$ cat config.mk
export PLATFORM = sky130hd
export DESIGN_NAME = flash_fault_and_protection_regs
export DESIGN_NICKNAME = d
export VERILOG_FILES = /design/src/hdl/flash_prot_pkg.sv /design/src/hdl/fault_flags.sv /design/src/hdl/flash_fault_and_protection_regs.sv /design/src/hdl/prot_region.sv
export VERILOG_INCLUDE_DIRS = /design/src /design/src/hdl
export SDC_FILE = /design/constraint.sdc
export NUM_CORES = 1
export LEC_CHECK = 0
export BUFFER_PORTS_ARGS = -buffer_cell sky130_fd_sc_hd__buf_2
export CORE_ASPECT_RATIO = 1.25
export CORE_MARGIN = 2
export CORE_UTILIZATION = 37
export CTS_CLUSTER_DIAMETER = 60
export CTS_CLUSTER_SIZE = 24
export DETAILED_ROUTE_END_ITERATION = 6
export MAX_ROUTING_LAYER = met4
export PLACE_DENSITY = 0.76
export SETUP_SLACK_MARGIN = 0.5
export SYNTH_ARGS = -nofsm -noshare
export SYNTH_HDL_FRONTEND = slang
export SYNTH_SLANG_ARGS = --single-unit
$ cat constraint.sdc
create_clock -name clk_i -period 2 [get_ports clk_i]
set_input_delay 0.4 -clock clk_i [delete_from_list [all_inputs] [get_ports clk_i]]
set_output_delay 0.4 -clock clk_i [all_outputs]
set_load 0.01 [all_outputs]
$ cat src/hdl/flash_prot_defs.svh
// constants for the flash fault and protection register block
// Operation
// - fault status bits 7..2 read as zero and ignore writes
// - double-fault flag sets on uncorrectable read or read of busy block
// - double-fault flag clears only on a written one
// - single-fault flag sets on corrected read or collision unless ignored
// - single-fault flag clears only on a written one
// - ecc event raises one flag only; collision raises both unless single faults are ignored
// - flags update one clock after the read; software waits one instruction
// - protection writes accepted only if protected region does not shrink
// - protection register loads from nonvolatile byte at reset
// - program or erase of protected address refused, violation flag set
// - block erase refused while any sector is protected
// - bit 7 polarity: 0 ranges unprotected, 1 ranges protected
// - bit 5 disables the higher range ending at 0x7fff
// - higher size field writable only while higher disable is set
// - bit 2 disables the lower range starting at 0x0_0000
// - lower size field writable only while lower disable is set
// - while violation flag set, no launch and no new sequence
`ifndef FLASH_PROT_DEFS_SVH
`define FLASH_PROT_DEFS_SVH

// register indices; byte address is four times the index
`define IDX_FAULT_STATUS 8'h07
`define IDX_SECTOR_PROTECT 8'h08
`define IDX_FLASH_CONFIG 8'h10
`define IDX_FLASH_STATUS 8'h11

// field positions
`define BIT_DOUBLE_FAULT 1
`define BIT_SINGLE_FAULT 0
`define BIT_POLARITY 7
`define BIT_RESERVED_NV 6
`define BIT_HIGH_DISABLE 5
`define BIT_HIGH_SIZE_HI 4
`define BIT_HIGH_SIZE_LO 3
`define BIT_LOW_DISABLE 2
`define BIT_LOW_SIZE_HI 1
`define BIT_LOW_SIZE_LO 0
`define BIT_IGNORE_SINGLE 4
`define BIT_PROT_VIOL 4

// reset values
`define RST_SECTOR_PROTECT 8'hff
`define RST_FLASH_CONFIG 8'h00

// nonvolatile protection byte location
`define NV_PROT_ADDR 12'h40d

// flash geometry: 0x0_0000 .. 0x7fff in 16 sectors of 0x800
`define FLASH_ADDR_W 15
`define SECTOR_MSB 14
`define SECTOR_LSB 11
`define SECTOR_COUNT 16

// range size code to sector count
`define SIZE_CODE0 5'd1
`define SIZE_CODE1 5'd2
`define SIZE_CODE2 5'd4
`define SIZE_CODE3 5'd8

`endif

$ cat src/hdl/flash_prot_pkg.sv
// types shared by the flash fault and protection block
package flash_prot_pkg;

  typedef enum logic [1:0] {
    CMD_SEQ_START = 2'b00,
    CMD_PROGRAM = 2'b01,
    CMD_ERASE_SECTOR = 2'b10,
    CMD_ERASE_BLOCK = 2'b11
  } cmd_kind_e;

  typedef struct packed {
    cmd_kind_e kind;
    logic [14:0] addr;
  } cmd_s;

  typedef struct packed {
    logic valid;
    logic sbe;
    logic dbe;
    logic collision;
  } rd_evt_s;

  typedef enum logic {
    ST_LOAD = 1'b0,
    ST_RUN = 1'b1
  } boot_state_e;

  typedef logic [15:0] sector_map_t;

endpackage

$ cat src/hdl/fault_flags.sv
// two sticky write-one-to-clear fault flags
`timescale 1ns/1ps
`default_nettype none
module fault_flags (
  // clock and reset
  input wire logic clk_i,
  input wire logic resetn_i,
  // set and clear per flag
  input wire logic [1:0] set_i,
  input wire logic [1:0] clr_i,
  // flags
  output logic [1:0] flags_o
);

  logic [1:0] flags_r;

  for (genvar b = 0; b < 2; b++) begin : g_flag
    always_ff @(posedge clk_i or negedge resetn_i) begin
      if (!resetn_i) begin
        flags_r[b] <= 1'b0;
      end else if (set_i[b]) begin
        flags_r[b] <= 1'b1;
      end else if (clr_i[b]) begin
        flags_r[b] <= 1'b0;
      end
    end
  end

  assign flags_o = flags_r;
endmodule // fault_flags
`default_nettype wire

$ cat src/hdl/flash_fault_and_protection_regs.sv
// fault status and flash protection registers behind an apb slave
//
// The APB slave port was decided locally.
`timescale 1ns/1ps
`default_nettype none
`include "flash_prot_defs.svh"
module flash_fault_and_protection_regs (
  // clock and reset
  input wire logic clk_i,
  input wire logic resetn_i,
  // apb slave
  input wire logic psel_i,
  input wire logic penable_i,
  input wire logic pwrite_i,
  input wire logic [11:0] paddr_i,
  input wire logic [31:0] pwdata_i,
  output logic [31:0] prdata_o,
  output logic pready_o,
  output logic pslverr_o,
  // nonvolatile protection byte, valid while reset is released
  input wire logic [7:0] nv_prot_byte_i,
  // array read events from the flash read path
  input wire flash_prot_pkg::rd_evt_s rd_evt_i,
  // command requests from the sequencer
  input wire logic cmd_req_i,
  input wire flash_prot_pkg::cmd_s cmd_i,
  output logic cmd_grant_o,
  output logic cmd_refuse_o,
  // status towards the sequencer
  output logic prot_viol_o
);

  flash_prot_pkg::boot_state_e state_r;
  logic [7:0] prot_r;
  logic [7:0] prot_nxt;
  logic [7:0] config_r;
  logic pviol_r;
  logic pready_r;
  logic pslverr_r;
  logic [31:0] prdata_r;
  logic grant_r;
  logic refuse_r;
  logic [1:0] fault_flags_w;
  logic [1:0] fault_set;
  logic [1:0] fault_clr;
  flash_prot_pkg::sector_map_t cur_map;
  flash_prot_pkg::sector_map_t cand_map;

  // ------------------------------------------------------------
  // apb decode
  // ------------------------------------------------------------
  logic acc;
  logic aligned;
  logic hit_fault;
  logic hit_prot;
  logic hit_config;
  logic hit_status;
  logic hit_any;
  logic wr_take;

  assign acc = psel_i & penable_i;
  assign aligned = (paddr_i[1:0] == 2'b00) && (paddr_i[11:10] == 2'b00);
  assign hit_fault = aligned && (paddr_i[9:2] == `IDX_FAULT_STATUS);
  assign hit_prot = aligned && (paddr_i[9:2] == `IDX_SECTOR_PROTECT);
  assign hit_config = aligned && (paddr_i[9:2] == `IDX_FLASH_CONFIG);
  assign hit_status = aligned && (paddr_i[9:2] == `IDX_FLASH_STATUS);
  assign hit_any = hit_fault | hit_prot | hit_config | hit_status;

  // one wait state: the answer registers, then the write lands on the
  // edge where the master samples pready high
  assign wr_take = acc & pready_r & pwrite_i & hit_any;

  always_ff @(posedge clk_i or negedge resetn_i) begin
    if (!resetn_i) begin
      pready_r <= 1'b0;
    end else begin
      pready_r <= acc & !pready_r;
    end
  end

  always_ff @(posedge clk_i or negedge resetn_i) begin
    if (!resetn_i) begin
      pslverr_r <= 1'b0;
    end else if (acc & !pready_r) begin
      pslverr_r <= !hit_any;
    end else begin
      pslverr_r <= 1'b0;
    end
  end

  logic [31:0] rdata_nxt;
  always_comb begin
    rdata_nxt = 32'h0000_0000;
    if (hit_fault) begin
      rdata_nxt[1:0] = fault_flags_w;
    end else if (hit_prot) begin
      rdata_nxt[7:0] = prot_r;
    end else if (hit_config) begin
      rdata_nxt[7:0] = config_r;
    end else if (hit_status) begin
      rdata_nxt[`BIT_PROT_VIOL] = pviol_r;
    end
  end

  always_ff @(posedge clk_i or negedge resetn_i) begin
    if (!resetn_i) begin
      prdata_r <= 32'h0000_0000;
    end else if (acc & !pready_r & !pwrite_i) begin
      prdata_r <= rdata_nxt;
    end else begin
      prdata_r <= 32'h0000_0000;
    end
  end

  // ------------------------------------------------------------
  // configuration register
  // ------------------------------------------------------------
  always_ff @(posedge clk_i or negedge resetn_i) begin
    if (!resetn_i) begin
      config_r <= `RST_FLASH_CONFIG;
    end else if (wr_take && hit_config) begin
      config_r <= 8'h00;
      config_r[`BIT_IGNORE_SINGLE] <= pwdata_i[`BIT_IGNORE_SINGLE];
    end
  end

  // ------------------------------------------------------------
  // fault flags
  // ------------------------------------------------------------
  logic ignore_single;
  assign ignore_single = config_r[`BIT_IGNORE_SINGLE];

  // an uncorrectable error outranks a corrected one on the same read;
  // a collision marks both flags unless single faults are ignored
  assign fault_set[`BIT_DOUBLE_FAULT] = rd_evt_i.valid & (rd_evt_i.dbe | rd_evt_i.collision);
  assign fault_set[`BIT_SINGLE_FAULT] = rd_evt_i.valid & !ignore_single &
    ((rd_evt_i.sbe & !rd_evt_i.dbe) | rd_evt_i.collision);
  // bits 7..2 have no storage, so writes there vanish
  assign fault_clr = (wr_take && hit_fault) ? pwdata_i[1:0] : 2'b00;

  // flags register on the edge after the read, visible one cycle later
  fault_flags u_fault_flags (
    .clk_i(clk_i),
    .resetn_i(resetn_i),
    .set_i(fault_set),
    .clr_i(fault_clr),
    .flags_o(fault_flags_w)
  );

  // ------------------------------------------------------------
  // protection register
  // ------------------------------------------------------------
  prot_region u_cur_region (
    .prot_i(prot_r),
    .map_o(cur_map)
  );

  // candidate value: size fields only move while their range is disabled
  always_comb begin
    prot_nxt = prot_r;
    prot_nxt[`BIT_POLARITY] = pwdata_i[`BIT_POLARITY];
    prot_nxt[`BIT_HIGH_DISABLE] = pwdata_i[`BIT_HIGH_DISABLE];
    prot_nxt[`BIT_LOW_DISABLE] = pwdata_i[`BIT_LOW_DISABLE];
    if (prot_r[`BIT_HIGH_DISABLE]) begin
      prot_nxt[`BIT_HIGH_SIZE_HI:`BIT_HIGH_SIZE_LO] =
        pwdata_i[`BIT_HIGH_SIZE_HI:`BIT_HIGH_SIZE_LO];
    end
    if (prot_r[`BIT_LOW_DISABLE]) begin
      prot_nxt[`BIT_LOW_SIZE_HI:`BIT_LOW_SIZE_LO] =
        pwdata_i[`BIT_LOW_SIZE_HI:`BIT_LOW_SIZE_LO];
    end
  end

  prot_region u_cand_region (
    .prot_i(prot_nxt),
    .map_o(cand_map)
  );

  // checked per sector, so a polarity flip that keeps coverage is legal
  logic prot_grows;
  assign prot_grows = ((cur_map & ~cand_map) == 16'h0000);

  always_ff @(posedge clk_i or negedge resetn_i) begin
    if (!resetn_i) begin
      state_r <= flash_prot_pkg::ST_LOAD;
    end else begin
      state_r <= flash_prot_pkg::ST_RUN;
    end
  end

  // the nonvolatile byte is taken on the first edge after release;
  // bit 6 keeps whatever the image holds, software cannot touch it
  always_ff @(posedge clk_i or negedge resetn_i) begin
    if (!resetn_i) begin
      prot_r <= `RST_SECTOR_PROTECT;
    end else if (state_r == flash_prot_pkg::ST_LOAD) begin
      prot_r <= nv_prot_byte_i;
    end else if (wr_take && hit_prot && prot_grows) begin
      prot_r <= prot_nxt;
    end
  end

  // ------------------------------------------------------------
  // command screening
  // ------------------------------------------------------------
  logic addr_prot;
  logic cmd_hits_prot;
  logic cmd_ok;
  assign addr_prot = cur_map[cmd_i.addr[`SECTOR_MSB:`SECTOR_LSB]];

  always_comb begin
    unique case (cmd_i.kind)
      flash_prot_pkg::CMD_SEQ_START: cmd_hits_prot = 1'b0;
      flash_prot_pkg::CMD_PROGRAM: cmd_hits_prot = addr_prot;
      flash_prot_pkg::CMD_ERASE_SECTOR: cmd_hits_prot = addr_prot;
      flash_prot_pkg::CMD_ERASE_BLOCK: cmd_hits_prot = |cur_map;
    endcase
  end

  // nothing launches before the protection byte is in place
  assign cmd_ok = (state_r == flash_prot_pkg::ST_RUN) && !pviol_r && !cmd_hits_prot;

  always_ff @(posedge clk_i or negedge resetn_i) begin
    if (!resetn_i) begin
      grant_r <= 1'b0;
      refuse_r <= 1'b0;
    end else begin
      grant_r <= cmd_req_i & cmd_ok;
      refuse_r <= cmd_req_i & !cmd_ok;
    end
  end

  // a violation is only raised by a fresh attempt, not by one refused
  // because the flag already stands
  logic pviol_set;
  logic pviol_clr;
  assign pviol_set = cmd_req_i && (state_r == flash_prot_pkg::ST_RUN) &&
    !pviol_r && cmd_hits_prot;
  assign pviol_clr = wr_take && hit_status && pwdata_i[`BIT_PROT_VIOL];

  always_ff @(posedge clk_i or negedge resetn_i) begin
    if (!resetn_i) begin
      pviol_r <= 1'b0;
    end else if (pviol_set) begin
      pviol_r <= 1'b1;
    end else if (pviol_clr) begin
      pviol_r <= 1'b0;
    end
  end

  assign prdata_o = prdata_r;
  assign pready_o = pready_r;
  assign pslverr_o = pslverr_r;
  assign cmd_grant_o = grant_r;
  assign cmd_refuse_o = refuse_r;
  assign prot_viol_o = pviol_r;
endmodule // flash_fault_and_protection_regs
`default_nettype wire

$ cat src/hdl/prot_region.sv
// sector protection map from a protection register value
`timescale 1ns/1ps
`default_nettype none
`include "flash_prot_defs.svh"
module prot_region (
  // protection value
  input wire logic [7:0] prot_i,
  // one bit per sector, high when protected
  output flash_prot_pkg::sector_map_t map_o
);

  // sizes only grow with the code, so a larger code never shrinks a range
  function automatic logic [4:0] size_of(input logic [1:0] code);
    unique case (code)
      2'b00: size_of = `SIZE_CODE0;
      2'b01: size_of = `SIZE_CODE1;
      2'b10: size_of = `SIZE_CODE2;
      2'b11: size_of = `SIZE_CODE3;
    endcase
  endfunction

  logic [4:0] lo_n;
  logic [4:0] hi_n;
  assign lo_n = size_of(prot_i[`BIT_LOW_SIZE_HI:`BIT_LOW_SIZE_LO]);
  assign hi_n = size_of(prot_i[`BIT_HIGH_SIZE_HI:`BIT_HIGH_SIZE_LO]);

  for (genvar s = 0; s < `SECTOR_COUNT; s++) begin : g_sector
    logic in_lo;
    logic in_hi;
    logic in_rng;
    assign in_lo = !prot_i[`BIT_LOW_DISABLE] && (5'(s) < lo_n);
    assign in_hi = !prot_i[`BIT_HIGH_DISABLE] && (5'(s) >= 5'(`SECTOR_COUNT) - hi_n);
    assign in_rng = in_lo | in_hi;
    assign map_o[s] = prot_i[`BIT_POLARITY] ? in_rng : !in_rng;
  end

endmodule // prot_region
`default_nettype wire

==> results of run 1 <==
## area by class of cell
cell class              instances  area share [%]
multi-input cells             139           43.98
flip-flops and latches         25           28.46
repair buffers                 74           19.44
well taps                      58           3.249
inverters                      17           2.857
clock buffers                   4           2.017
## how the worst max path moves through the flow
stage | endpoint | slack (ps) | cells past startpoint
after CTS | prot_r[0] | -140 | 7
after global placement | prot_r[0] | -380 | 7
final | prot_r[5] | -120 | 6
after floorplan | prot_r[0] | -270 | 6
after global routing | prot_r[3] | -180 | 6
after detailed placement | prot_r[0] | -480 | 7
## metal layers
layer	part of all wire, %	routed length (um)	vias up
met5	0	0	-
met3	6.4	273	7
li1	-	-	754
met4	1.8	76	0
met2	53	2282	68
met1	38	1634	732
## power breakdown
part	switching, mW	internal [mW]
Combinational	0.216	0.186
Sequential	0.0470	0.564
Clock	0.161	0.143
## repair_timing
item	in CTS	in global routing
resized for setup	15	9
setup buffers	3	0
setup endpoints to repair	22	22
pin swaps	8	5
cloned	0	0
## cells by family after synthesis
logic type	Yosys count	share of synthesized area, %
buffers and inverters	46	15.62
AOI/OAI and AO/OA	41	18.30
DFF	25	37.80
adders and majority gates	2	1.488
muxes	3	1.934
other	2	0.4466
and+or+nand+nor	65	22.84
xor gates and xnor gates	3	1.563
## cell usage after synthesis, types with 3 or more instances
library cell   n  area [um2]
inv_1         17       63.81
a221oi_1       6       52.55
o21ai_0        9       45.04
nor3_1         8       40.04
nor2b_1        4       25.02
nand2b_1       6       37.54
nand2_1        9       33.78
a22oi_1        3       22.52
nand3_1        5       25.02
clkbuf_1       5       18.77
nor2_1        15       56.30
dfstp_2        8       210.2
a21oi_1        6       30.03
buf_4         24       180.2
dfrtp_1       17       425.4
xnor2_1        3       26.28
## sequential cells by signal, summed over array words and instances (netlist names)
signal	flops
cmd_grant_o	1
cmd_refuse_o	1
config_r	1
prdata_o	8
pready_o	1
prot_r	8
prot_viol_o	1
pslverr_o	1
state_r	1
u_fault_flags.flags_o	2
## metrics by stage
step,instances,TNS [ps],setup WS (ps)
after global placement,310,-2652,-381.6
after detailed placement,310,-3012,-484.7
final,317,-593.1,-124.6
after global routing,317,-993.1,-179.1
after floorplan,210,-1936,-274.9
after CTS,317,-578.6,-142.9
==> results by group, run 1 <==
Route
  – Final WL: roughly 4300 um
  – Number of vias per cell: between 4 and 5
  – Routed Antenna Nets: 0
  – Iter 0 DRT Violations: between 100 and 150
  – Routed WL per cell: around 13 um
  – Initial DRT Pass Iterations: 4
  – Drt drc: 0
  – Via Count: 1561

Layout
  – Design area: between 0.002 and 0.0025 mm2
  – Share of post-route cells with drive strength above 1: ~44%
  – Final nets: 341
  – FF/Latch Area: around 640 um2
  – Area growth syn-to-layout: 32.81%
  – Most frequent cells in the layout: buf_2 (53), conb_1 (25), buf_4 (18), dfrtp_1 (17), inv_1 (16)
  – Area of the multi-input gates: 982.2 um2
  – # diodes: 0
  – Fin util: 50.85%
  – Fillers: 418
  – Most common cell after layout, fill and taps aside: buf_2

Critical path
  – Worst-path fanout max: 7
  – Worst EP required: about 2200 ps
  – Critical Path Start: paddr_i[1]
  – Cells along the critical path: buf_6, or4_4, nor4_4, o2111ai_2, a211o_4, a221oi_1
  – Critical path's slowest cell: or4_4
  – Startpoint types: primary input
  – Worst reg2reg path endpoint: prot_r[5]
  – CP delay by family, top: compound AO/OA/AOI/OAI gates
  – Max stage delay on crit path: between 500 and 600 ps
  – Worst r2r path cells: 5
  – Buffers & Inverters on Critical Path: 1
  – Worst setup path class: primary input to flop
  – Reg-to-reg slack, setup: -110 ps
  – Critical Path Sink Type: flop
  – Critical path arrival: 2310 ps
  – Reg2reg start: prot_r[5]

Clock network
  – CTS Buffer Depth: 2
  – CTS H-Tree Depth: 1
  – Hold bufs inserted after CTS: 0
  – Root Buffer: clkbuf_8
  – Clk sinks: 25
  – Num CTS Buffers: 3
  – Clk_lat worst skew: 280 ps
  – CTS tree: done
  – Clk slew on worst S/H paths: 90 ps

Yosys
  – Syn Area/Cell: 8.993 um2
  – Top FF cell, synth: dfrtp_1
  – Post-synth EDFFs: 0
  – Synthesized area: 0.001682 mm2
  – Syn Inst Count: roughly 190
  – Post-synthesis sequential area ratio: 37.80%
  – Yosys warning count: 0
  – Count of cell types in the netlist: 47
  – Ys async rst share: 100.0%
  – Yosys reg bits: 25

Global routing
  – Met1 usage: 19.95%
  – First-pass GRT wire length: 6789 um
  – Met3 usage: 2.398%
  – GRT overflow: 0
  – Grt met2 use: slightly above 30%
  – Vias in the first global route: 1493
  – Tot GR Track Use: between 10% and 20%
  – GRT busiest layer: met2
  – Largest net degree at the start of global routing: 26
  – Initial antenna violation count: 0

Flow run
  – Max-cap violations: 0

Run status
  – Failing checks: setup timing
  – Status: finished, violations left

Die
  – Die ar.: 0.005104 mm2
  – Core area: 0.004392 mm2
  – Initial core utilization: a little under two fifths
  – Die H: 79.38 um
  – Row Count: 27
  – Num ports: 116
  – Die Width: 64.30 um

STA
  – Worst slew pin tran: about 560 ps
  – Rel. slew slack: 62.79%
  – RSZ-0062 raised after global routing: yes
  – Slew Viols, Final: 0
  – Final hold vios: 0
  – Hold WS: 104.4 ps
  – Final period util: 106.2%
  – Minimum clock period: 2125 ps
  – Final worst slack: -124.6 ps
  – Clock skew: 5.837 ps
  – Setup Viol. Count Final: 6
  – Max Fclk: 0.4707 GHz

Power and ir drop
  – Peak VDD IR: 0.2253 mV
  – Pleak: roughly 1.1 nW
  – Final Power: 1.317 mW
  – Pwr/cell area: 589.9 mW/mm2

Worst hold path
  – Hold Crit Class: primary input to asynchronous set/reset pin

Place
  – Placed Area: 0.002043 mm2
  – GP Congestion: 0.9210
  – DP HPWL: 3175 um
  – Port Buffers: 55
No activity file was read; power rests on OpenSTA's default activity.
==> run 2, diff against run 1 <==
- CELL_PAD_IN_SITES_DETAIL_PLACEMENT: unset -> 1
- CELL_PAD_IN_SITES_GLOBAL_PLACEMENT: unset -> 1
- CORE_UTILIZATION: 37 -> 26
- PLACE_DENSITY: 0.76 -> 0.81
==> results by group, run 2 (same netlist as run 1, synthesis figures left out) <==
Run status
  – Status: finished, violations left
  – Failing checks: setup timing

STA
  – Slew Viols, Final: 0
  – Max Fclk: 0.4699 GHz
  – Clock skew: 4.301 ps
  – Rel. slew slack: 61.60%
  – Minimum clock period: 2128 ps
  – Worst slew pin tran: 576.0 ps
  – Final setup TNS: -691.5 ps
  – Hold WS: 98.32 ps
  – Final hold vios: 0
  – Final period util: 106.4%
  – Setup Viol. Count Final: 7
  – RSZ-0062 raised after global routing: yes
  – Final worst slack: -128.2 ps

Route
  – Routed Antenna Nets: 0
  – Number of vias per cell: 4.771
  – Iter 0 DRT Violations: between 50 and 60
  – Drt drc: 0
  – Initial DRT Pass Iterations: 4
  – Met2 Wirelength: between 2000 and 3000 um
  – Met3 WL: roughly 320 um
  – Via Count: 1670
  – Top layer used by detailed routing: met4
  – Routed WL per cell: 15.66 um
  – DRT met1 WL: 2171 um
  – Final WL: ~5500 um

Global routing
  – First-pass GRT wire length: 8783 um
  – GRT overflow: 0
  – Largest net degree at the start of global routing: 26
  – Tot GR Track Use: 16.01%
  – Initial antenna violation count: 0
  – Vias in the first global route: 1768

Layout
  – Share of post-route cells with drive strength above 1: 50.57%
  – Most frequent cells in the layout: buf_2 (53), conb_1 (25), buf_4 (21), dfrtp_1 (17), inv_1 (15)
  – Fillers: around 740
  – Fin util: 38.85%
  – # diodes: 0
  – Final nets: between 300 and 400
  – Area growth syn-to-layout: 43.38%
  – Design area: 0.002411 mm2
  – Most common cell after layout, fill and taps aside: buf_2

Die
  – Die H: 93.92 um
  – Row Count: 32
  – Core area: 0.006206 mm2
  – Num ports: 116
  – Initial core utilization: 27.10%
  – Die Width: 75.93 um
  – Die ar.: 0.007131 mm2

Place
  – DP Worst Slack: -426.8 ps
  – Placed Area: 0.002115 mm2
  – GP Congestion: 0.8701
  – Port Buffers: 55
  – DP HPWL: 4134 um

Critical path
  – Worst setup path class: flop to flop
  – Reg-to-reg slack, setup: -130 ps
  – Worst-path fanout max: 6
  – Cells along the critical path: and3b_1, or2_2, o2111ai_2, buf_4, and4bb_4, a221oi_1
  – Worst EP required: 2190 ps
  – Startpoint types: flop
  – Critical Path Sink Type: flop
  – Critical path arrival: 2320 ps
  – Critical path's slowest cell: dfstp_2
  – Max stage delay on crit path: 590 ps

Clock network
  – Root Buffer: clkbuf_8
  – CTS Buffer Depth: 2
  – CTS H-Tree Depth: 1
  – Hold bufs inserted after CTS: 0
  – Clk_lat worst skew: a little under 300 ps
  – Clk sinks: 25
  – CTS tree: done
  – Clk slew on worst S/H paths: 100 ps
  – Num CTS Buffers: 3

Power and ir drop
  – Pwr/cell area: ~580 mW/mm2
  – Peak VDD IR: approximately 0.33 mV
  – Pleak: 1.147 nW

Flow run
  – Max-cap violations: 0

Worst hold path
  – Hold Crit Class: primary input to asynchronous set/reset pin
## run 2: cell count changes in the layout (fill, tap and decap cells not counted), moves of 2 or more
cell | before | now
a22oi_2 | 0 | 3
buf_6 | 3 | 6
nand3_1 | 5 | 2
nor3_4 | 1 | 3
a22oi_1 | 3 | 0
buf_4 | 18 | 21
nor2_4 | 0 | 2
nor3_1 | 5 | 1
nand3_2 | 0 | 3
nor3_2 | 2 | 4
## run 2: metal layers
| layer | GRT usage (%) | vias to the layer above |
|---|---|---|
| met2 | 28.50 | 73 |
| met5 | - | - |
| met4 | 5.455 | 0 |
| li1 | - | 768 |
| met3 | 3.077 | 12 |
| met1 | 18.17 | 817 |
## run 2: area by class of cell
cell class | instances | area, um2 | area share [%]
sequential | 25 | 635.6 | 26.36
timing repair buffer | 80 | 490.5 | 20.34
clock buffer | 3 | 41.29 | 1.713
multi-input combinational | 139 | 1066 | 44.21
tap | 85 | 106.4 | 4.411
inverter | 17 | 63.81 | 2.647
clock inverter | 1 | 7.507 | 0.3114
## run 2: stage by stage
step                power [mW]  cells
floorplan               0.8520    210
global placement        0.9813    342
detailed placement       1.001    342
CTS                      1.381    349
global route             1.474    350
finish                   1.406    350
## run 2: repair_timing
action,in CTS,in global routing
buffers inserted,3,1
pin swaps,23,8
endpoints found under the setup margin,22,22
hold endpoints to repair,0,0
resized for setup,38,9
## run 2: worst max-delay path: cells and delay by family, from the launching register on
kind,cells,cell delay (ps)
and+or+nand+nor,3,790
DFF,1,590
buffers and inverters,1,150
AOI/OAI and AO/OA,2,500
## run 2: power by group
part / internal, mW / switching, mW / leakage (nW)
logic: 0.207 / 0.255 / 0.821
clock network: 0.142 / 0.192 / 0.0217
registers: 0.564 / 0.0441 / 0.304
total: 0.914 / 0.492 / 1.15
## run 2: final timing paths
| check | from | end | depth (start not counted) |
|---|---|---|---|
| max in group asynchronous | resetn_i | prot_r[6] | 1 |
| hold / removal | resetn_i | prdata_o[7] | 1 |
| setup / recovery | prot_r[5] | prot_r[5] | 6 |
| hold reg to reg | u_fault_flags.flags_o[1] | u_fault_flags.flags_o[1] | 2 |
| setup reg to reg | prot_r[5] | prot_r[5] | 6 |
| min in group clk_i | nv_prot_byte_i[6] | prot_r[6] | 2 |
